## src/design/spl_pkg.sv

```systemverilog
package spl_pkg;

    // ------------------------------------------------------------
    // Word format and latch select codes
    // ------------------------------------------------------------
    localparam int         WORD_W        = 24;
    localparam logic [1:0] SEL_CONTROL   = 2'h0;
    localparam logic [1:0] SEL_REFERENCE = 2'h1;
    localparam logic [1:0] SEL_FEEDBACK  = 2'h2;
    localparam logic [1:0] SEL_TEST      = 2'h3;

    // ------------------------------------------------------------
    // Control latch fields
    // ------------------------------------------------------------
    localparam int CT_PRESC_LSB = 22;
    localparam int CT_PD_SYNC   = 21;
    localparam int CT_PD_ARM    = 20;
    localparam int CT_CUR2_LSB  = 17;
    localparam int CT_CUR1_LSB  = 14;
    localparam int CT_PWR_LSB   = 12;
    localparam int CT_MUTE      = 11;
    localparam int CT_GAIN      = 10;
    localparam int CT_PUMP_TRI  = 9;
    localparam int CT_POL       = 8;
    localparam int CT_MUX_LSB   = 5;
    localparam int CT_CNT_RST   = 4;
    localparam int CT_CORE_LSB  = 2;

    // ------------------------------------------------------------
    // Feedback and reference latch fields
    // ------------------------------------------------------------
    localparam int FB_PRESC_SRC   = 23;
    localparam int FB_HALVER      = 22;
    localparam int FB_GAIN        = 21;
    localparam int FB_MAIN_LSB    = 8;
    localparam int FB_MAIN_W      = 13;
    localparam int FB_SWALLOW_LSB = 2;
    localparam int FB_SWALLOW_W   = 5;
    localparam int FB_TOTAL_W     = 19;
    localparam int RF_BAND_LSB    = 20;
    localparam int RF_TEST        = 19;
    localparam int RF_LOCK_PREC   = 18;
    localparam int RF_ABP_LSB     = 16;
    localparam int RF_DIV_LSB     = 2;
    localparam int RF_DIV_W       = 14;

    // ------------------------------------------------------------
    // Reset values, moduli and counts
    // ------------------------------------------------------------
    localparam logic [23:0] CONTROL_RST   = 24'h000000;
    localparam logic [23:0] FEEDBACK_RST  = 24'h000000;
    localparam logic [23:0] REFERENCE_RST = 24'h000000;
    localparam logic [5:0]  PRESC_MOD_8   = 6'h08;
    localparam logic [5:0]  PRESC_MOD_16  = 6'h10;
    localparam logic [5:0]  PRESC_MOD_32  = 6'h20;
    localparam logic [2:0]  LOCK_CNT_FINE = 3'h5;
    localparam logic [2:0]  LOCK_CNT_BASE = 3'h3;
    localparam logic [1:0]  SYNC_PD_EDGES = 2'h2;
    localparam int CLK_PERIOD_NS  = 20;
    localparam int LOCK_WINDOW_NS = 15;
    localparam int LOCK_WINDOW_CYC =
        (LOCK_WINDOW_NS / CLK_PERIOD_NS < 1) ? 1 : LOCK_WINDOW_NS / CLK_PERIOD_NS;

    // Power state, one-hot
    typedef enum logic [2:0]
    {
        PWR_ON    = 3'b001,
        PWR_ARMED = 3'b010,
        PWR_DOWN  = 3'b100
    } spl_pwr_e;

endpackage : spl_pkg

```

## src/design/spl_word_if.sv

```systemverilog
`timescale 1ns/10ps
// Carries a received word and its one-cycle transfer pulse
interface spl_word_if;
    logic [23:0] word;
    logic        load;
    modport src (output word, output load);
    modport dst (input word, input load);
endinterface : spl_word_if

```

## src/design/spl_program_latches.sv

```systemverilog
`timescale 1ns/10ps
module spl_program_latches
(
    input  wire logic        i_mclk,
    input  wire logic        i_rst_n,
    input  wire logic        i_sclk,
    input  wire logic        i_sdata,
    input  wire logic        i_latch_load_strobe,
    input  wire logic        i_chip_en,
    input  wire logic        i_ref_in,
    input  wire logic        i_vco_in,
    output logic             o_powered_down,
    output logic             o_pump_tristate,
    output logic             o_pump_gain_set2,
    output logic [2:0]       o_pump_current_code,
    output logic             o_detector_polarity,
    output logic             o_rf_enable,
    output logic             o_ref_buffer_en,
    output logic             o_lock,
    output logic             o_halver_en,
    output logic             o_presc_src_halved,
    output logic             o_ref_out,
    output logic             o_fb_out,
    output logic             o_band_tick,
    output logic [18:0]      o_feedback_ratio,
    output logic [1:0]       o_output_power_level,
    output logic [1:0]       o_core_current_level,
    output logic [2:0]       o_status_mux_select,
    output logic [1:0]       o_antibacklash_width
);

    // ------------------------------------------------------------
    // Serial input register
    // ------------------------------------------------------------
    spl_word_if wif ();

    spl_serial_in u_serial
    (
        .i_mclk              (i_mclk),
        .i_rst_n             (i_rst_n),
        .i_sclk              (i_sclk),
        .i_sdata             (i_sdata),
        .i_latch_load_strobe (i_latch_load_strobe),
        .wif                 (wif.src)
    );

    // ------------------------------------------------------------
    // Latches
    // ------------------------------------------------------------
    logic [23:0]       ctrl_latch;
    logic [23:0]       fb_latch;
    logic [23:0]       ref_latch;
    logic              pump_gain;
    logic              ld_ctrl;
    logic              ld_fb;
    logic              ld_ref;
    logic [1:0]        sel;

    assign sel = wif.word[1:0];
    assign ld_ctrl = wif.load && (sel == spl_pkg::SEL_CONTROL);
    assign ld_fb   = wif.load && (sel == spl_pkg::SEL_FEEDBACK);
    assign ld_ref  = wif.load && (sel == spl_pkg::SEL_REFERENCE);

    // Latch storage, written whatever the power state
    // Loads during power-down
    always_ff @(posedge i_mclk)
    begin
        if (!i_rst_n)
        begin
            ctrl_latch <= spl_pkg::CONTROL_RST;
            fb_latch   <= spl_pkg::FEEDBACK_RST;
            ref_latch  <= spl_pkg::REFERENCE_RST;
        end
        else
        begin
            if (ld_ctrl)
                ctrl_latch <= wif.word;
            if (ld_fb)
                fb_latch <= wif.word;
            if (ld_ref)
                ref_latch <= wif.word;
        end
    end

    always_ff @(posedge i_mclk)
    begin
        if (!i_rst_n)
            pump_gain <= 1'b0;
        else if (ld_ctrl)
            pump_gain <= wif.word[spl_pkg::CT_GAIN];
        else if (ld_fb)
            pump_gain <= wif.word[spl_pkg::FB_GAIN];
    end

    // ------------------------------------------------------------
    // Field decode
    // ------------------------------------------------------------
    logic [13:0] ref_div;
    logic [12:0] main_count;
    logic [4:0]  swallow_count;
    logic [5:0]  presc_mod;
    logic [1:0]  band_clock_divider;
    logic        cnt_reset;
    logic        mute;

    assign ref_div       = ref_latch[spl_pkg::RF_DIV_LSB +: spl_pkg::RF_DIV_W];
    assign main_count    = fb_latch[spl_pkg::FB_MAIN_LSB +: spl_pkg::FB_MAIN_W];
    assign swallow_count = fb_latch[spl_pkg::FB_SWALLOW_LSB +: spl_pkg::FB_SWALLOW_W];
    assign band_clock_divider = ref_latch[spl_pkg::RF_BAND_LSB +: 2];
    assign cnt_reset     = ctrl_latch[spl_pkg::CT_CNT_RST];
    assign mute          = ctrl_latch[spl_pkg::CT_MUTE];

    // Prescaler modulus from the two top control bits
    always_comb
    begin
        case (ctrl_latch[spl_pkg::CT_PRESC_LSB +: 2])
            2'h0:    presc_mod = spl_pkg::PRESC_MOD_8;
            2'h1:    presc_mod = spl_pkg::PRESC_MOD_16;
            default: presc_mod = spl_pkg::PRESC_MOD_32;
        endcase
    end

    assign o_feedback_ratio = 19'(presc_mod) * 19'(main_count) + 19'(swallow_count);

    // ------------------------------------------------------------
    // Power-down control
    // ------------------------------------------------------------
    spl_pkg::spl_pwr_e pwr_state;
    logic [1:0]        pd_edges;
    logic              ref_pulse;
    logic              pd;

    // Synchronous mode waits on the reference output to avoid frequency jumps
    always_ff @(posedge i_mclk)
    begin
        if (!i_rst_n)
        begin
            pwr_state <= spl_pkg::PWR_ON;
            pd_edges  <= 2'h0;
        end
        else if (ld_ctrl && !wif.word[spl_pkg::CT_PD_ARM])
            pwr_state <= spl_pkg::PWR_ON;
        else if (ld_ctrl && !wif.word[spl_pkg::CT_PD_SYNC])
            pwr_state <= spl_pkg::PWR_DOWN;
        else if (ld_ctrl)
        begin
            pwr_state <= spl_pkg::PWR_ARMED;
            pd_edges  <= 2'h0;
        end
        else
        begin
            case (pwr_state)
                spl_pkg::PWR_ON:   pwr_state <= spl_pkg::PWR_ON;
                spl_pkg::PWR_ARMED:
                begin
                    if (ref_pulse)
                    begin
                        pd_edges <= pd_edges + 2'h1;
                        if (pd_edges + 2'h1 == spl_pkg::SYNC_PD_EDGES)
                            pwr_state <= spl_pkg::PWR_DOWN;
                    end
                end
                spl_pkg::PWR_DOWN: pwr_state <= spl_pkg::PWR_DOWN;
                default:           pwr_state <= spl_pkg::PWR_ON;
            endcase
        end
    end

    assign pd = !i_chip_en || (pwr_state == spl_pkg::PWR_DOWN);

    // ------------------------------------------------------------
    // Reference and feedback counters
    // ------------------------------------------------------------
    logic        ref_q;
    logic        vco_q;
    logic        halve_q;
    logic        presc_tick;
    logic        fb_pulse;
    logic        hold;
    logic [13:0] ref_cnt;
    logic [18:0] fb_cnt;

    assign hold = pd || cnt_reset;

    // Input edge samples; pins are synchronous to i_mclk
    always_ff @(posedge i_mclk)
    begin
        if (!i_rst_n)
        begin
            ref_q <= 1'b0;
            vco_q <= 1'b0;
        end
        else
        begin
            ref_q <= i_ref_in;
            vco_q <= i_vco_in;
        end
    end

    always_ff @(posedge i_mclk)
    begin
        if (!i_rst_n || !fb_latch[spl_pkg::FB_HALVER])
            halve_q <= 1'b0;
        else if (i_vco_in && !vco_q)
            halve_q <= !halve_q;
    end

    always_comb
    begin
        if (fb_latch[spl_pkg::FB_PRESC_SRC])
            presc_tick = i_vco_in && !vco_q && !halve_q;
        else
            presc_tick = i_vco_in && !vco_q;
    end

    // Reference divider; a zero ratio behaves as one
    always_ff @(posedge i_mclk)
    begin
        if (!i_rst_n || hold)
        begin
            ref_cnt   <= 14'h0000;
            ref_pulse <= 1'b0;
        end
        else
        begin
            ref_pulse <= 1'b0;
            if (i_ref_in && !ref_q)
            begin
                if (ref_cnt + 14'h0001 >= ref_div)
                begin
                    ref_cnt   <= 14'h0000;
                    ref_pulse <= 1'b1;
                end
                else
                    ref_cnt <= ref_cnt + 14'h0001;
            end
        end
    end

    always_ff @(posedge i_mclk)
    begin
        if (!i_rst_n || hold)
        begin
            fb_cnt   <= 19'h00000;
            fb_pulse <= 1'b0;
        end
        else
        begin
            fb_pulse <= 1'b0;
            if (presc_tick)
            begin
                if (fb_cnt + 19'h00001 >= o_feedback_ratio)
                begin
                    fb_cnt   <= 19'h00000;
                    fb_pulse <= 1'b1;
                end
                else
                    fb_cnt <= fb_cnt + 19'h00001;
            end
        end
    end

    // ------------------------------------------------------------
    // Digital lock detect and band clock
    // ------------------------------------------------------------
    localparam int W = spl_pkg::LOCK_WINDOW_CYC;
    logic [W-1:0]   ref_hist;
    logic [2*W-1:0] fb_hist;
    logic [2:0]     lock_run;
    logic [2:0]     lock_need;
    logic           lock_q;
    logic           good;
    logic [2:0]     band_cnt;

    assign lock_need = ref_latch[spl_pkg::RF_LOCK_PREC] ? spl_pkg::LOCK_CNT_FINE
                                                       : spl_pkg::LOCK_CNT_BASE;
    assign good = fb_pulse || (|fb_hist);

    // Reference edge judged once the window after it has passed
    always_ff @(posedge i_mclk)
    begin
        if (!i_rst_n || pd)
        begin
            ref_hist <= '0;
            fb_hist  <= '0;
            lock_run <= 3'h0;
            lock_q   <= 1'b0;
        end
        else
        begin
            // Oldest sample drops off the top of each history
            ref_hist <= W'({ref_hist, ref_pulse});
            fb_hist  <= (2*W)'({fb_hist, fb_pulse});
            if (ref_hist[W-1] && good)
            begin
                if (lock_run < lock_need)
                    lock_run <= lock_run + 3'h1;
                if (lock_run + 3'h1 >= lock_need)
                    lock_q <= 1'b1;
            end
            else if (ref_hist[W-1])
            begin
                lock_run <= 3'h0;
                lock_q   <= 1'b0;
            end
        end
    end

    always_ff @(posedge i_mclk)
    begin
        if (!i_rst_n || hold)
        begin
            band_cnt    <= 3'h0;
            o_band_tick <= 1'b0;
        end
        else
        begin
            o_band_tick <= 1'b0;
            if (ref_pulse)
            begin
                if (4'(band_cnt) + 4'h1 >= (4'h1 << band_clock_divider))
                begin
                    band_cnt    <= 3'h0;
                    o_band_tick <= 1'b1;
                end
                else
                    band_cnt <= band_cnt + 3'h1;
            end
        end
    end

    // ------------------------------------------------------------
    // Outputs
    // ------------------------------------------------------------
    assign o_powered_down       = pd;
    assign o_pump_tristate      = pd || ctrl_latch[spl_pkg::CT_PUMP_TRI];
    assign o_pump_gain_set2     = pump_gain;
    assign o_pump_current_code  = pump_gain ? ctrl_latch[spl_pkg::CT_CUR2_LSB +: 3]
                                            : ctrl_latch[spl_pkg::CT_CUR1_LSB +: 3];
    assign o_detector_polarity  = ctrl_latch[spl_pkg::CT_POL];
    assign o_rf_enable          = !pd && (!mute || lock_q);
    assign o_ref_buffer_en      = !pd;
    assign o_lock               = lock_q && !pd;
    assign o_halver_en          = fb_latch[spl_pkg::FB_HALVER];
    assign o_presc_src_halved   = fb_latch[spl_pkg::FB_PRESC_SRC];
    assign o_ref_out            = ref_pulse;
    assign o_fb_out             = fb_pulse;
    assign o_output_power_level = ctrl_latch[spl_pkg::CT_PWR_LSB +: 2];
    assign o_core_current_level = ctrl_latch[spl_pkg::CT_CORE_LSB +: 2];
    assign o_status_mux_select  = ctrl_latch[spl_pkg::CT_MUX_LSB +: 3];
    assign o_antibacklash_width = ref_latch[spl_pkg::RF_ABP_LSB +: 2];
endmodule : spl_program_latches

```

## src/design/spl_serial_in.sv

```systemverilog
`timescale 1ns/10ps
module spl_serial_in
(
    input  wire logic   i_mclk,
    input  wire logic   i_rst_n,
    input  wire logic   i_sclk,
    input  wire logic   i_sdata,
    input  wire logic   i_latch_load_strobe,
    spl_word_if.src     wif
);

    // ------------------------------------------------------------
    // Edge detection on the sampled serial pins
    // ------------------------------------------------------------
    logic        sclk_q;
    logic        le_q;
    logic [23:0] shift;

    // Previous pin levels; pins are synchronous to i_mclk
    always_ff @(posedge i_mclk)
    begin
        if (!i_rst_n)
        begin
            sclk_q <= 1'b0;
            le_q   <= 1'b0;
        end
        else
        begin
            sclk_q <= i_sclk;
            le_q   <= i_latch_load_strobe;
        end
    end

    always_ff @(posedge i_mclk)
    begin
        if (!i_rst_n)
            shift <= 24'h000000;
        else if (i_sclk && !sclk_q)
            shift <= {shift[22:0], i_sdata};
    end

    // Strobe rise transfers word
    // Never gated by power state, so loading works while powered down
    always_ff @(posedge i_mclk)
    begin
        if (!i_rst_n)
        begin
            wif.word <= 24'h000000;
            wif.load <= 1'b0;
        end
        else
        begin
            wif.load <= i_latch_load_strobe && !le_q;
            if (i_latch_load_strobe && !le_q)
                wif.word <= shift;
        end
    end

endmodule : spl_serial_in

```

## config.mk

```make
export PLATFORM = sky130hd
export DESIGN_NAME = spl_program_latches
export DESIGN_NICKNAME = d
export VERILOG_FILES = /design/src/design/spl_pkg.sv /design/src/design/spl_word_if.sv /design/src/design/spl_program_latches.sv /design/src/design/spl_serial_in.sv
export SDC_FILE = /design/constraint.sdc
export NUM_CORES = 1
export LEC_CHECK = 0
export BUFFER_PORTS_ARGS = -buffer_cell sky130_fd_sc_hd__buf_2
export CAP_MARGIN = 10
export CORE_MARGIN = 3
export CORE_UTILIZATION = 54
export CTS_BUF_LIST = sky130_fd_sc_hd__clkbuf_16
export DETAILED_ROUTE_END_ITERATION = 16
export PLACE_DENSITY_LB_ADDON = 0.05
export SYNTH_ARGS = -nofsm -noshare
export SYNTH_HDL_FRONTEND = slang
export SYNTH_HIERARCHICAL = 1
export SYNTH_SLANG_ARGS = --single-unit
```

## constraint.sdc

```tcl
create_clock -name i_mclk -period 5.9 [get_ports i_mclk]
set_clock_uncertainty 0.15 [all_clocks]
set_input_delay 0.295 -clock i_mclk [delete_from_list [all_inputs] [get_ports i_mclk]]
set_output_delay 0.295 -clock i_mclk [all_outputs]
set_load 0.005 [all_outputs]
```

Yosys cells after proc, flatten, opt, wreduce, memory -nomap -nowiden

Cells that the tools add are included.

Input bits: 8
Latch bits: 0
Flip-flop bits (word level): 176
Bits in writable memories: 0
Output and inout bits: 43
Word-level logic and storage cells: 133
Memories kept: 0
Bits in read-only memories: 0

Magnitude comparators: 5
Add/sub/neg operators: 7
Muxes and demuxes: 26
Shifts and indexed selects: 1
Equal/unequal tests: 12
Reduce and logical (&&, ||, !) cells: 50
Multipliers: 1
Bitwise logic cells: 6
Divide/modulo/power cells: 0

Operators with widths:

| kind                                                            | number |
|---|---|
| 3-bit 2-to-1 mux                                                | 10 |
| 19-bit by 1-bit adder with 19-bit output, second input constant | 1 |
| 19-bit by 5-bit adder with 19-bit output                        | 1 |
| 19-bit greater-or-equal comparator                              | 1 |
| 6-bit by 13-bit multiplier with 19-bit output                   | 1 |
| 19-bit 2-to-1 mux                                               | 1 |
| 14-bit by 1-bit adder with 14-bit output, second input constant | 1 |
| 14-bit greater-or-equal comparator                              | 1 |
| 14-bit 2-to-1 mux                                               | 1 |
| 1-bit logical AND                                               | 13 |
| 1-bit zero test                                                 | 12 |
| 6-bit one-hot mux with 2 select lines                           | 1 |
| 2-bit OR reduction                                              | 5 |
| 1-bit 2-to-1 mux                                                | 9 |
| 1-bit logical OR                                                | 8 |
| 4-bit != test, second input constant                            | 2 |
| 2-bit AND reduction                                             | 4 |
| 2-bit nonzero test                                              | 4 |
| 3-bit by 1-bit adder with 3-bit output, second input constant   | 2 |
| 2-bit 2-to-1 mux                                                | 3 |
| 3-bit != test, second input constant                            | 2 |
| 1-bit inverter                                                  | 6 |
| 3-bit one-hot mux with 2 select lines                           | 1 |
| 3-bit by 1-bit adder with 4-bit output, second input constant   | 1 |
| 13 further kinds                                                | 17 |

Longest topological paths before layout

Gate-level depths: netlist (run 1).

Word-level depth: 7
Mapped depth: 24
Depth with buffers taken out: 21

Cells and area by module

Netlist (run 1), hierarchy kept.

By module, submodules not included:

| module              | times used | cells each | area an instance (sq um) | sequential area each (sq um) |
|---|---|---|---|---|
| spl_program_latches | 1          | 897        | 7598.5                   | 2262.2 |
| spl_serial_in       | 1          | 166        | 1851.8                   | 1021.0 |

Worst setup path before layout (run 1)

OpenSTA, ideal clock, no wires.

Kind: register -> register
From: reg ctrl_latch[22]
To: reg fb_cnt[2]
Period minus slack after synthesis: 5.595 ns
Library setup time: 0.065 ns
Buffers on the path: 3
Slack: 0.305 ns
Data required time: 5.685 ns
Data arrival time: 5.381 ns
Cell stages (with the launch flop): 24
Path through: dfxtp_1 -> nor2b_1 -> clkbuf_1 -> and2_1 -> fa_1 -> ha_1 -> ha_1 -> ha_1 -> ha_1 -> and4_1 -> a221oi_1 -> o211a_1 -> nor2_1 -> a221o_1 -> xnor2_1 -> ha_1 -> nand2_1 -> nor2_1 -> a211oi_1 -> and2_1 -> buf_4 -> buf_6 -> a31oi_1 -> nor2_1

Word-level cells in the longest chain between the ends: 6
Elaborated cells between the ends (all ways): 7
Classes of those cells: add/sub: 1; mul: 1; order compare: 1; eq/ne: 1; mux: 2; reduce/logical: 1

Ends and longest elaborated chain:

| what                                                                        | line                       | text |
|---|---|---|
| from (decl)                                                                 | spl_program_latches.sv:50  | `logic [23:0] ctrl_latch;` |
| from (signal assigned)                                                      | spl_program_latches.sv:70  | `ctrl_latch <= spl_pkg::CONTROL_RST;` |
| from (signal assigned)                                                      | spl_program_latches.sv:77  | `ctrl_latch <= wif.word;` |
| 2-bit by 1-bit == test with 1-bit output or 2-bit zero test (tied branches) | spl_program_latches.sv:116 | `case (ctrl_latch[spl_pkg::CT_PRESC_LSB +: 2])` |
| 6-bit one-hot mux with 2 select lines *                                     | spl_program_latches.sv:116 |  |
| 6-bit by 13-bit multiplier with 19-bit output *                             | spl_program_latches.sv:123 | `assign o_feedback_ratio = 19'(presc_mod) * 19'(main_count) + 19'(swallow_count);` |
| 19-bit by 5-bit adder with 19-bit output *                                  | spl_program_latches.sv:123 |  |
| 19-bit greater-or-equal comparator *                                        | spl_program_latches.sv:252 | `if (fb_cnt + 19'h00001 >= o_feedback_ratio)` |
| 19-bit 2-to-1 mux *                                                         | spl_program_latches.sv:252 |  |
| to (signal assigned)                                                        | spl_program_latches.sv:258 | `fb_cnt <= fb_cnt + 19'h00001;` |
| to (decl)                                                                   | spl_program_latches.sv:181 | `logic [18:0] fb_cnt;` |

Mark *: on every way between the ends. The rest lies on a longest branch, timed or not.
A chain may end at the register's enable or synchronous reset.

Final worst setup path (run 1)

From: reg ctrl_latch[22]
To: reg fb_cnt[18]

Same word-level chain as after synthesis.

==> flow_summary.rst, run 1 <==
.. list-table::
   :header-rows: 1

   * - Metric
     - Value
   * - Number of top-level pins
     - 51
   * - Placeable Area
     - 16900 µm²
   * - Root Buffer Master
     - sky130_fd_sc_hd__clkbuf_16
   * - Max Fclk
     - 182 MHz
   * - Total Power
     - 2.24 mW
   * - Clock transition at the registers of the reported paths
     - 0.07 ns
   * - Largest net degree at the start of global routing
     - 68
   * - Area of the mapped netlist
     - 9450 µm²
   * - Synth Net Count
     - 1180
   * - Port Buffer Count
     - 50
   * - Number of cell rows
     - 47
   * - H-tree levels
     - 4
   * - Net count of the finished layout
     - 1210
   * - Area growth from synthesis to layout
     - 9.55%
   * - Multi-input logic area
     - 5610 µm²
   * - Number of flops mapped to enable cells by yosys
     - 0
   * - Overall Global Routing Usage
     - 21.1%
   * - Number of fill cells in the layout
     - 1500
   * - Classification of the worst-slack hold path
     - in -> reg
   * - Routed length per placed instance
     - 15.1 µm
   * - Number of instances in the synthesized netlist
     - 1063
   * - Post-route DRC
     - 0
   * - Power Density
     - 216 nW/µm²
   * - Detail Route Antenna Nets
     - 0
   * - Share of the cycle needed by the critical path after routing
     - 93.1%
   * - Critical path type
     - reg -> reg
   * - Skew-Pair Late Insertion Delay
     - 0.42 ns
   * - Reg-to-Reg Start
     - ctrl_latch[22]$_SDFFE_PN0P_
   * - WL final
     - 19900 µm
   * - Final hold slack
     - 0.177 ns
   * - Via count of the first global-routing pass
     - 6738
   * - Die Span X
     - 138 µm
   * - CP arrival
     - 5.71 ns
   * - Combined flip-flop and latch cell area
     - 3280 µm²
   * - Hold Vio Cnt, Final
     - 0
   * - Worst EP required
     - 6.11 ns
   * - Worst setup slack after placement
     - 0.144 ns
   * - Critical Path Start Type
     - flip-flop
   * - Global-route wire length before repair
     - 33500 µm
   * - 1st-iter DRT viols
     - 355
   * - Worst Tran Pin Value
     - 1.08 ns
   * - Starting density of the core
     - 56.0%
   * - Share of cells above drive strength 1
     - 11.0%
   * - Synth Register Bits
     - 164
   * - Max cap viols
     - 0
   * - Shortest period the worst path allows
     - 5.50 ns
   * - Antenna violations before repair
     - 0
   * - Leading cell types in the layout, fill and taps excluded
     - sky130_fd_sc_hd__nand2_1, sky130_fd_sc_hd__dfxtp_1, sky130_fd_sc_hd__ha_1, sky130_fd_sc_hd__inv_1, sky130_fd_sc_hd__mux2i_1
   * - Worst hold start
     - i_rst_n
   * - CTS tree
     - yes
   * - CP Capture Type
     - flip-flop
   * - Count of vias placed by the detailed router
     - 7117
   * - Distinct cell type count of the synthesized netlist
     - 64
   * - Die area
     - 19100 µm²
   * - Lkg Pwr
     - 4.69 nW
   * - Highest net fanout along the worst path
     - 13
   * - Minimum setup slack in the final design
     - 0.405 ns
   * - Antenna diode count
     - 0
   * - Most instantiated flip-flop cell in the synthesis netlist
     - sky130_fd_sc_hd__dfxtp_1
   * - Worst-case headroom to the max-slew limit
     - 27.7%
   * - First-pass DRT Iterations
     - 5
   * - Deepest clock path buffer count
     - 2
   * - Ys Warns
     - 6
   * - Portion of the post-synthesis area used by sequential elements
     - 34.7%
   * - Via density
     - 5.37
   * - Clock sinks
     - 164
   * - Gp weighted congestion
     - 0.781
   * - Total congestion overflow
     - 0
   * - Detailed Place HPWL
     - 14600 µm
   * - Total clock buffers created by CTS
     - 17
   * - Max rail drop VDD
     - 207 µV
   * - Setup total negative slack
     - 0 ns
   * - Final setup violating endpoints
     - 0
   * - Number of max-slew violations in the final report
     - 0
   * - Die Y
     - 138 µm
   * - Mean Syn Cell Area
     - 8.89 µm²
   * - Asr flop ratio synth
     - 0%
   * - Most common cell after layout, fill and taps aside
     - sky130_fd_sc_hd__nand2_1
   * - CP Launch Point
     - ctrl_latch[22]$_SDFFE_PN0P_
   * - Number of buffers added for setup after CTS
     - 0
   * - Run status
     - finished clean
   * - Setup repair after global routing missed its margin
     - no
   * - Reg2Reg Setup Slack
     - 0.40 ns
==> registers in the layout, summed over array words and instances, names as in the netlist <==
register           count
u_serial/sclk_q        1
ref_latch             19
vco_q                  1
band_cnt               3
u_serial/shift        24
lock_run               3
fb_latch              20
o_pump_gain_set2       1
o_fb_out               1
fb_hist                2
u_serial/wif.load      1
ref_q                  1
pwr_state              3
ref_hist               1
u_serial/le_q          1
pd_edges               2
o_band_tick            1
halve_q                1
ctrl_latch            19
o_ref_out              1
fb_cnt                19
u_serial/wif.word     24
ref_cnt               14
lock_q                 1
==> synth_stat cells (8+ instances only) <==
master | n | share of area (%)
sky130_fd_sc_hd__a21boi_0 | 49 | 3.9
sky130_fd_sc_hd__a21boi_1 | 10 | 0.79
sky130_fd_sc_hd__a21o_1 | 12 | 0.95
sky130_fd_sc_hd__a21oi_1 | 21 | 1.1
sky130_fd_sc_hd__a31oi_1 | 19 | 1.3
sky130_fd_sc_hd__a32o_1 | 14 | 1.5
sky130_fd_sc_hd__and2_1 | 28 | 1.9
sky130_fd_sc_hd__and3_1 | 14 | 0.93
sky130_fd_sc_hd__buf_2 | 8 | 0.42
sky130_fd_sc_hd__buf_4 | 14 | 1.1
sky130_fd_sc_hd__clkbuf_1 | 27 | 1.1
sky130_fd_sc_hd__dfxtp_1 | 164 | 35
sky130_fd_sc_hd__fa_1 | 13 | 2.8
sky130_fd_sc_hd__ha_1 | 96 | 13
sky130_fd_sc_hd__inv_1 | 61 | 2.4
sky130_fd_sc_hd__mux2i_1 | 50 | 5.3
sky130_fd_sc_hd__nand2_1 | 236 | 9.4
sky130_fd_sc_hd__nand3_1 | 27 | 1.4
sky130_fd_sc_hd__nand4_1 | 12 | 0.79
sky130_fd_sc_hd__nor2_1 | 26 | 1.0
sky130_fd_sc_hd__nor2b_1 | 11 | 0.73
sky130_fd_sc_hd__o21ai_0 | 8 | 0.42
sky130_fd_sc_hd__xnor2_1 | 29 | 2.7
sky130_fd_sc_hd__xor2_1 | 19 | 1.8
==> power breakdown <==
group / switching, mW / total [mW] / internal (mW)
combinational: 0.0480 / 0.0759 / 0.0279
sequential: 0.00311 / 1.11 / 1.11
clock: 0.462 / 1.05 / 0.583
total: 0.513 / 2.24 / 1.72
==> timing repair <==
action	4_1_cts	5_1_grt
endpoints found under the hold margin	5	0
hold buffers	5	0
gates resized for setup	0	5
endpoints found under the setup margin	0	19
==> logic make-up after synthesis <==
kind of cell / after synthesis / synth area share (%)
simple gates: 396 / 19.6
compound gates: 175 / 13.9
flops: 164 / 34.7
buf+inv: 118 / 6.17
fa+ha+maj: 109 / 15.5
mux: 53 / 5.65
xor+xnor: 48 / 4.45
==> layout make-up <==
class	instances	share of cell area, %
clock buffers	17	4.11
clock inverters	14	1.27
inverters	61	2.21
multi-input cells	781	54.2
flip-flops and latches	164	31.7
well taps	220	2.66
repair buffers	68	3.87
==> worst max-delay path: stages (launching register included) <==
cell	delay, ns
sky130_fd_sc_hd__dfxtp_1	0.40
sky130_fd_sc_hd__nor2b_2	0.25
sky130_fd_sc_hd__nand2_1	0.10
sky130_fd_sc_hd__fa_1	0.50
sky130_fd_sc_hd__inv_1	0.04
sky130_fd_sc_hd__ha_1	0.28
sky130_fd_sc_hd__ha_1	0.30
sky130_fd_sc_hd__ha_1	0.30
sky130_fd_sc_hd__ha_1	0.35
sky130_fd_sc_hd__a41o_1	0.21
sky130_fd_sc_hd__o22ai_1	0.24
sky130_fd_sc_hd__o211ai_1	0.20
sky130_fd_sc_hd__a21o_1	0.21
sky130_fd_sc_hd__a21o_1	0.18
sky130_fd_sc_hd__xnor2_1	0.24
sky130_fd_sc_hd__ha_1	0.30
sky130_fd_sc_hd__a21oi_1	0.16
sky130_fd_sc_hd__nor2_1	0.06
sky130_fd_sc_hd__a211oi_2	0.20
sky130_fd_sc_hd__and2_1	0.31
sky130_fd_sc_hd__buf_4	0.25
sky130_fd_sc_hd__a31oi_1	0.11
sky130_fd_sc_hd__nor2_1	0.10
==> per-stage QoR <==
| step | utilization [%] | instances | instance area (µm²) |
|---|---|---|---|
| 2_1_floorplan | - | 1063 | 9450 |
| 3_3_place_gp | 57.6 | 1289 | 9720 |
| 3_5_place_dp | 57.6 | 1289 | 9720 |
| 4_1_cts | 61.2 | 1325 | 10300 |
| 5_1_grt | 61.3 | 1325 | 10400 |
| 6_report | 61.3 | 1325 | 10400 |
==> per-layer routing <==
metal	GRT usage, %	up-vias	routed length (µm)
met5	0	-	0
met4	5.46	0	244
met3	4.04	15	586
met2	34.9	104	9470
met1	28.4	3307	9640
li1	-	3691	-
==> worst paths after layout <==
| kind | to | cells past startpoint |
|---|---|---|
| setup / recovery | fb_cnt[18]$_SDFFE_PP0P_ | 22 |
| hold / removal | pwr_state[0]$_SDFFE_PP1P_ | 2 |
| setup reg to reg | fb_cnt[18]$_SDFFE_PP0P_ | 22 |
| hold reg to reg | ctrl_latch[3]$_SDFFE_PN0P_ | 2 |
No activity file was read; power rests on OpenSTA's default activity.
==> inputs of run 2 (changes only) <==
--- a/config.mk
+++ b/config.mk
@@ -12,6 +12,7 @@
 export CTS_BUF_LIST = sky130_fd_sc_hd__clkbuf_16
 export DETAILED_ROUTE_END_ITERATION = 16
 export PLACE_DENSITY_LB_ADDON = 0.05
+export REMOVE_ABC_BUFFERS = 1
 export SYNTH_ARGS = -nofsm -noshare
 export SYNTH_HDL_FRONTEND = slang
 export SYNTH_HIERARCHICAL = 1
==> flow_summary.rst, run 2 (synthesis results as in run 1) <==
.. list-table::
   :header-rows: 1

   * - Metric
     - Value
   * - Area growth from synthesis to layout
     - 10.4%
   * - Gp weighted congestion
     - 0.774
   * - Detail Route Antenna Nets
     - 0
   * - Number of fill cells in the layout
     - 1499
   * - Setup total negative slack
     - 0 ns
   * - Via count of the first global-routing pass
     - 6638
   * - Power Density
     - 232 nW/µm²
   * - Antenna diode count
     - 0
   * - Port Buffer Count
     - 50
   * - Final setup violating endpoints
     - 0
   * - Share of cells above drive strength 1
     - 10.7%
   * - Maximum cell stage delay along the critical path
     - 0.54 ns
   * - Cells along the critical path
     - buf_4 -> nand2_1 -> fa_1 -> inv_1 -> ha_1 -> ha_1 -> ha_1 -> ha_1 -> a41o_1 -> o22ai_1 -> o211ai_1 -> a221o_1 -> a21oi_2 -> xor2_1 -> ha_1 -> nand4_1 -> nor2_1 -> o2bb2ai_1 -> a31oi_2 -> buf_6 -> nand4b_1 -> a31oi_1
   * - Skew-Pair Late Insertion Delay
     - 0.43 ns
   * - Most common cell after layout, fill and taps aside
     - sky130_fd_sc_hd__nand2_1
   * - Detailed Place HPWL
     - 14000 µm
   * - Global-route wire length before repair
     - 32500 µm
   * - Routed length per placed instance
     - 14.5 µm
   * - Antenna violations before repair
     - 0
   * - Die area
     - 19100 µm²
   * - Lkg Pwr
     - 4.72 nW
   * - Setup repair after global routing missed its margin
     - no
   * - Critical Path Start Type
     - flip-flop
   * - Post-route DRC
     - 0
   * - Shortest period the worst path allows
     - 5.54 ns
   * - H-tree levels
     - 4
   * - Placeable Area
     - 16900 µm²
   * - Kind of cell adding the most delay to the critical path
     - adder cells
   * - Number of max-slew violations in the final report
     - 0
   * - Hold Vio Cnt, Final
     - 0
   * - Classification of the worst-slack hold path
     - in -> reg
   * - Buffering stage count on the worst path with inverters included
     - 3
   * - Run status
     - finished clean
   * - Worst-case headroom to the max-slew limit
     - 19.5%
   * - Max cap viols
     - 0
   * - Total congestion overflow
     - 0
   * - Combined flip-flop and latch cell area
     - 3280 µm²
   * - Die Span X
     - 138 µm
   * - CP arrival
     - 5.75 ns
   * - CTS tree
     - yes
   * - 1st-iter DRT viols
     - 347
   * - Number of cell rows
     - 47
   * - Leading cell types in the layout, fill and taps excluded
     - sky130_fd_sc_hd__nand2_1, sky130_fd_sc_hd__dfxtp_1, sky130_fd_sc_hd__ha_1, sky130_fd_sc_hd__inv_1, sky130_fd_sc_hd__mux2i_1
   * - Total clock buffers created by CTS
     - 17
   * - CP Capture Type
     - flip-flop
   * - Largest net degree at the start of global routing
     - 91
   * - Die Y
     - 138 µm
   * - Clock transition at the registers of the reported paths
     - 0.07 ns
   * - Highest net fanout along the worst path
     - 26
   * - Worst Tran Pin Value
     - 1.21 ns
   * - Minimum setup slack in the final design
     - 0.355 ns
   * - Count of vias placed by the detailed router
     - 7149
   * - Clock sinks
     - 164
   * - Max rail drop VDD
     - 339 µV
   * - Critical path type
     - reg -> reg
   * - Multi-input logic area
     - 5610 µm²
   * - Worst setup slack after placement
     - 0.225 ns
   * - Via density
     - 5.41
   * - Share of the cycle needed by the critical path after routing
     - 94.0%
   * - Max Fclk
     - 180 MHz
   * - Starting density of the core
     - 56.0%
   * - Most frequent cell on the critical path
     - sky130_fd_sc_hd__ha_1
   * - Overall Global Routing Usage
     - 20.4%
   * - Deepest clock path buffer count
     - 2
   * - Number of buffers added for setup after CTS
     - 0
   * - WL final
     - 19200 µm
   * - Slowest CP cell
     - sky130_fd_sc_hd__fa_1
   * - Net count of the finished layout
     - 1206
   * - Root Buffer Master
     - sky130_fd_sc_hd__clkbuf_16
   * - First-pass DRT Iterations
     - 4
   * - Worst EP required
     - 6.10 ns
   * - Largest registers ranked by flip-flop count
     - u_serial/shift (24), u_serial/wif.word (24), fb_latch (20)
   * - Number of top-level pins
     - 51
==> run 2: cell count changes in the layout (fill, tap and decap cells not counted), sizes merged <==
cell,delta
bufinv,+3
inv,+4
clkinv,-4
buf,-4
clkinvlp,-2
==> run 2: routing by layer <==
metal / wire length (µm) / global-route usage [%] / share of wire (%)
met2: 8810 / 33.6 / 46
met4: 185 / 5.10 / 0.96
met1: 9490 / 27.7 / 49
met3: 747 / 3.90 / 3.9
met5: 0 / 0 / 0
==> run 2: final timing paths <==
kind / from / to / slack [ns] / cells past startpoint
hold reg to reg: ref_latch[17]$_SDFFE_PN0P_ / ref_latch[17]$_SDFFE_PN0P_ / 0.31 / 2
setup reg to reg: ctrl_latch[23]$_SDFFE_PN0P_ / fb_cnt[13]$_SDFFE_PP0P_ / 0.36 / 22
setup / recovery: ctrl_latch[23]$_SDFFE_PN0P_ / fb_cnt[13]$_SDFFE_PP0P_ / 0.36 / 22
hold / removal: i_rst_n / pwr_state[0]$_SDFFE_PP1P_ / 0.11 / 2
==> run 2: what timing repair did <==
action / 4_1_cts / 5_1_grt
endpoints found under the setup margin: 0 / 20
resized for setup: 0 / 6
endpoints found under the hold margin: 5 / 0
hold buffers: 5 / 0
==> run 2: power by group <==
part           switching (mW)  internal (mW)
Clock                   0.504          0.731
Combinational          0.0475         0.0275
Sequential            0.00305           1.11
==> run 2: per-stage QoR <==
stage	total power [mW]	area [µm²]	std cells	hold slack [ns]	utilization, %
after floorplan	1.18	9100	1006	0.228	-
after global placement	1.21	9690	1285	0.299	57.4
after detailed placement	1.21	9690	1285	0.305	57.4
after CTS	2.45	10400	1322	0.0922	61.7
after global routing	2.50	10400	1322	0.125	61.8
final	2.42	10400	1322	0.111	61.8
==> run 2: worst register-to-register path, stage by stage (launching register included) <==
cell                        delay, ns
sky130_fd_sc_hd__dfxtp_1         0.45
sky130_fd_sc_hd__buf_4           0.23
sky130_fd_sc_hd__nand2_1         0.09
sky130_fd_sc_hd__fa_1            0.54
sky130_fd_sc_hd__inv_1           0.04
sky130_fd_sc_hd__ha_1            0.28
sky130_fd_sc_hd__ha_1            0.30
sky130_fd_sc_hd__ha_1            0.30
sky130_fd_sc_hd__ha_1            0.35
sky130_fd_sc_hd__a41o_1          0.22
sky130_fd_sc_hd__o22ai_1         0.23
sky130_fd_sc_hd__o211ai_1        0.20
sky130_fd_sc_hd__a221o_1         0.36
sky130_fd_sc_hd__a21oi_2         0.19
sky130_fd_sc_hd__xor2_1          0.17
sky130_fd_sc_hd__ha_1            0.28
sky130_fd_sc_hd__nand4_1         0.14
sky130_fd_sc_hd__nor2_1          0.08
sky130_fd_sc_hd__o2bb2ai_1       0.13
sky130_fd_sc_hd__a31oi_2         0.16
sky130_fd_sc_hd__buf_6           0.23
sky130_fd_sc_hd__nand4b_1        0.13
sky130_fd_sc_hd__a31oi_1         0.20
==> run 2: area by class of cell <==
type                            count  share of cell area, %
Inverter                           61                   2.20
Clock buffer                       17                   4.08
Sequential cell                   164                   31.5
Timing Repair Buffer               64                   3.59
Tap cell                          220                   2.64
Multi-Input combinational cell    781                   53.7
Clock inverter                     15                   2.28
==> inputs of run 3 (changes only) <==
--- a/config.mk
+++ b/config.mk
@@ -7,7 +7,8 @@
 export LEC_CHECK = 0
 export BUFFER_PORTS_ARGS = -buffer_cell sky130_fd_sc_hd__buf_2
 export CAP_MARGIN = 10
-export CORE_MARGIN = 3
+export CORE_ASPECT_RATIO = 1.5
+export CORE_MARGIN = 2
 export CORE_UTILIZATION = 54
 export CTS_BUF_LIST = sky130_fd_sc_hd__clkbuf_16
 export DETAILED_ROUTE_END_ITERATION = 16
==> flow_summary.rst, run 3 (synthesis results as in run 1) <==
.. list-table::
   :header-rows: 1

   * - Metric
     - Value
   * - Hold Vio Cnt, Final
     - 0
   * - Die Y
     - 166 µm
   * - Maximum cell stage delay along the critical path
     - 0.51 ns
   * - Routed length per placed instance
     - 15.1 µm
   * - Count of vias placed by the detailed router
     - 7217
   * - Max rail drop VDD
     - 209 µV
   * - WL final
     - 19900 µm
   * - Largest registers ranked by flip-flop count
     - u_serial/shift (24), u_serial/wif.word (24), fb_latch (20)
   * - Buffering stage count on the worst path with inverters included
     - 3
   * - Cells along the critical path
     - nor2b_1 -> buf_4 -> nand2_1 -> fa_1 -> inv_1 -> ha_1 -> ha_1 -> ha_1 -> ha_1 -> a41o_1 -> o22ai_1 -> o211ai_1 -> a221o_1 -> a21oi_2 -> xor2_1 -> ha_1 -> nand4_1 -> nor2_1 -> o2bb2ai_1 -> a31oi_2 -> buf_6 -> nand4b_1 -> a31oi_1
   * - Die Span X
     - 112 µm
   * - Number of buffers added for setup after CTS
     - 0
   * - Starting density of the core
     - 54.7%
   * - Worst hold stages
     - 2
   * - Die area
     - 18600 µm²
   * - Gp weighted congestion
     - 0.850
   * - Slowest CP cell
     - sky130_fd_sc_hd__fa_1
   * - Post-route cell area
     - 10300 µm²
   * - Skew-Pair Late Insertion Delay
     - 0.43 ns
   * - Overall Global Routing Usage
     - 21.9%
   * - Worst EP required
     - 6.10 ns
   * - Fraction of the core area covered by cells at the end of the flow
     - 59.9%
   * - Deepest clock path buffer count
     - 2
   * - Root Buffer Master
     - sky130_fd_sc_hd__clkbuf_16
   * - Clock sinks
     - 164
   * - Port Buffer Count
     - 50
   * - Shortest period the worst path allows
     - 5.53 ns
   * - Via density
     - 5.49
   * - Worst Tran Pin Value
     - 1.17 ns
   * - Power Density
     - 222 nW/µm²
   * - Area growth from synthesis to layout
     - 9.52%
   * - Number of cell rows
     - 59
   * - Post-placement cell count
     - 1279
   * - Max Fclk
     - 181 MHz
   * - Most common cell after layout, fill and taps aside
     - sky130_fd_sc_hd__nand2_1
   * - Non-Filler Instances
     - 1315
   * - Reg2Reg Setup Slack
     - 0.37 ns
   * - Max cap viols
     - 0
   * - H-tree levels
     - 4
   * - Classification of the worst-slack hold path
     - in -> reg
   * - Antenna violations before repair
     - 0
   * - Total clock buffers created by CTS
     - 17
   * - Critical Path Start Type
     - flip-flop
   * - Detailed Place HPWL
     - 15000 µm
   * - Run status
     - finished clean
   * - CTS tree
     - yes
   * - Detail Route Antenna Nets
     - 0
   * - Logic depth of the worst path, buffers included
     - 23
   * - Net count of the finished layout
     - 1207
   * - Final hold slack
     - 0.135 ns
   * - 1st-iter DRT viols
     - 344
   * - Global-route wire length before repair
     - 33300 µm
   * - Share of the cycle needed by the critical path after routing
     - 93.7%
   * - Setup total negative slack
     - 0 ns
   * - Worst reg2reg path depth
     - 23
   * - Via count of the first global-routing pass
     - 7064
   * - Total congestion overflow
     - 0
   * - Worst-case headroom to the max-slew limit
     - 22.0%
   * - Share of cells above drive strength 1
     - 10.5%
   * - Post-route DRC
     - 0
   * - Largest net degree at the start of global routing
     - 88
   * - CP Capture Type
     - flip-flop
   * - First-pass DRT Iterations
     - 5
   * - Most frequent cell on the critical path
     - sky130_fd_sc_hd__ha_1
   * - Final setup violating endpoints
     - 0
   * - Kind of cell adding the most delay to the critical path
     - adder cells
   * - Instance area after placement
     - 9690 µm²
   * - Number of top-level pins
     - 51
   * - Setup repair after global routing missed its margin
     - no
   * - Leading cell types in the layout, fill and taps excluded
     - sky130_fd_sc_hd__nand2_1, sky130_fd_sc_hd__dfxtp_1, sky130_fd_sc_hd__ha_1, sky130_fd_sc_hd__inv_1, sky130_fd_sc_hd__mux2i_1
   * - Number of max-slew violations in the final report
     - 0
   * - CP arrival
     - 5.73 ns
   * - Clock transition at the registers of the reported paths
     - 0.06 ns
   * - Antenna diode count
     - 0
   * - Lkg Pwr
     - 4.70 nW
   * - Critical path type
     - reg -> reg
   * - Highest net fanout along the worst path
     - 26
   * - Placeable Area
     - 17300 µm²
## run 3: cell count changes in the layout (fill, tap and decap cells not counted), moves of 2 or more
cell	delta
sky130_fd_sc_hd__inv_8	-3
sky130_fd_sc_hd__clkinv_2	+2
sky130_fd_sc_hd__clkinv_4	+2
sky130_fd_sc_hd__clkinv_8	-2
sky130_fd_sc_hd__inv_1	+2
sky130_fd_sc_hd__inv_6	-2
## run 3: area by class of cell
| type | instances | area, µm² |
|---|---|---|
| clock buffers | 17 | 425 |
| fillers | 1617 | 6920 |
| clock inverters | 14 | 163 |
| repair buffers | 65 | 382 |
| inverters | 61 | 229 |
| well taps | 213 | 267 |
| flip-flops and latches | 164 | 3280 |
| multi-input cells | 781 | 5600 |
## run 3: worst paths after layout
check / startpoint / to
worst max-delay path: ctrl_latch[22]$_SDFFE_PN0P_ / fb_cnt[13]$_SDFFE_PP0P_
worst min-delay path: i_rst_n / o_pump_gain_set2$_SDFFE_PN0P_
worst max register to register: ctrl_latch[22]$_SDFFE_PN0P_ / fb_cnt[13]$_SDFFE_PP0P_
worst min register to register: ref_latch[16]$_SDFFE_PN0P_ / ref_latch[16]$_SDFFE_PN0P_
## run 3: per-stage QoR
| stage | power [mW] | setup slack (ns) |
|---|---|---|
| finish | 2.30 | 0.375 |
| global route | 2.37 | 0.00438 |
| CTS | 2.32 | 0.179 |
| detailed placement | 1.21 | 0.202 |
| global placement | 1.21 | 0.304 |
| floorplan | 1.18 | 0.0529 |
## run 3: repair_timing
action                     CTS  global route
hold buffers                 5             0
hold endpoints to repair     5             0
setup endpoints to repair    0            20
resized for setup            0             5
## run 3: worst register-to-register path, stage by stage, from the launching register on
cell	delay [ns]
sky130_fd_sc_hd__dfxtp_1	0.36
sky130_fd_sc_hd__nor2b_1	0.14
sky130_fd_sc_hd__buf_4	0.19
sky130_fd_sc_hd__nand2_1	0.09
sky130_fd_sc_hd__fa_1	0.51
sky130_fd_sc_hd__inv_1	0.04
sky130_fd_sc_hd__ha_1	0.28
sky130_fd_sc_hd__ha_1	0.30
sky130_fd_sc_hd__ha_1	0.30
sky130_fd_sc_hd__ha_1	0.35
sky130_fd_sc_hd__a41o_1	0.22
sky130_fd_sc_hd__o22ai_1	0.23
sky130_fd_sc_hd__o211ai_1	0.20
sky130_fd_sc_hd__a221o_1	0.36
sky130_fd_sc_hd__a21oi_2	0.19
sky130_fd_sc_hd__xor2_1	0.18
sky130_fd_sc_hd__ha_1	0.29
sky130_fd_sc_hd__nand4_1	0.16
sky130_fd_sc_hd__nor2_1	0.09
sky130_fd_sc_hd__o2bb2ai_1	0.13
sky130_fd_sc_hd__a31oi_2	0.17
sky130_fd_sc_hd__buf_6	0.24
sky130_fd_sc_hd__nand4b_1	0.12
sky130_fd_sc_hd__a31oi_1	0.18
## run 3: metal layers
layer	routed length [µm]	GRT usage, %	vias to the layer above
met5	0	0	-
met3	537	3.28	33
met2	10200	39.9	112
met1	8550	25.5	3386
li1	-	-	3686
met4	603	9.12	0
## run 3: power by group
group,internal [mW],switching (mW)
combinational,0.0278,0.0482
sequential,1.11,0.00308
clock,0.661,0.448
total,1.80,0.499
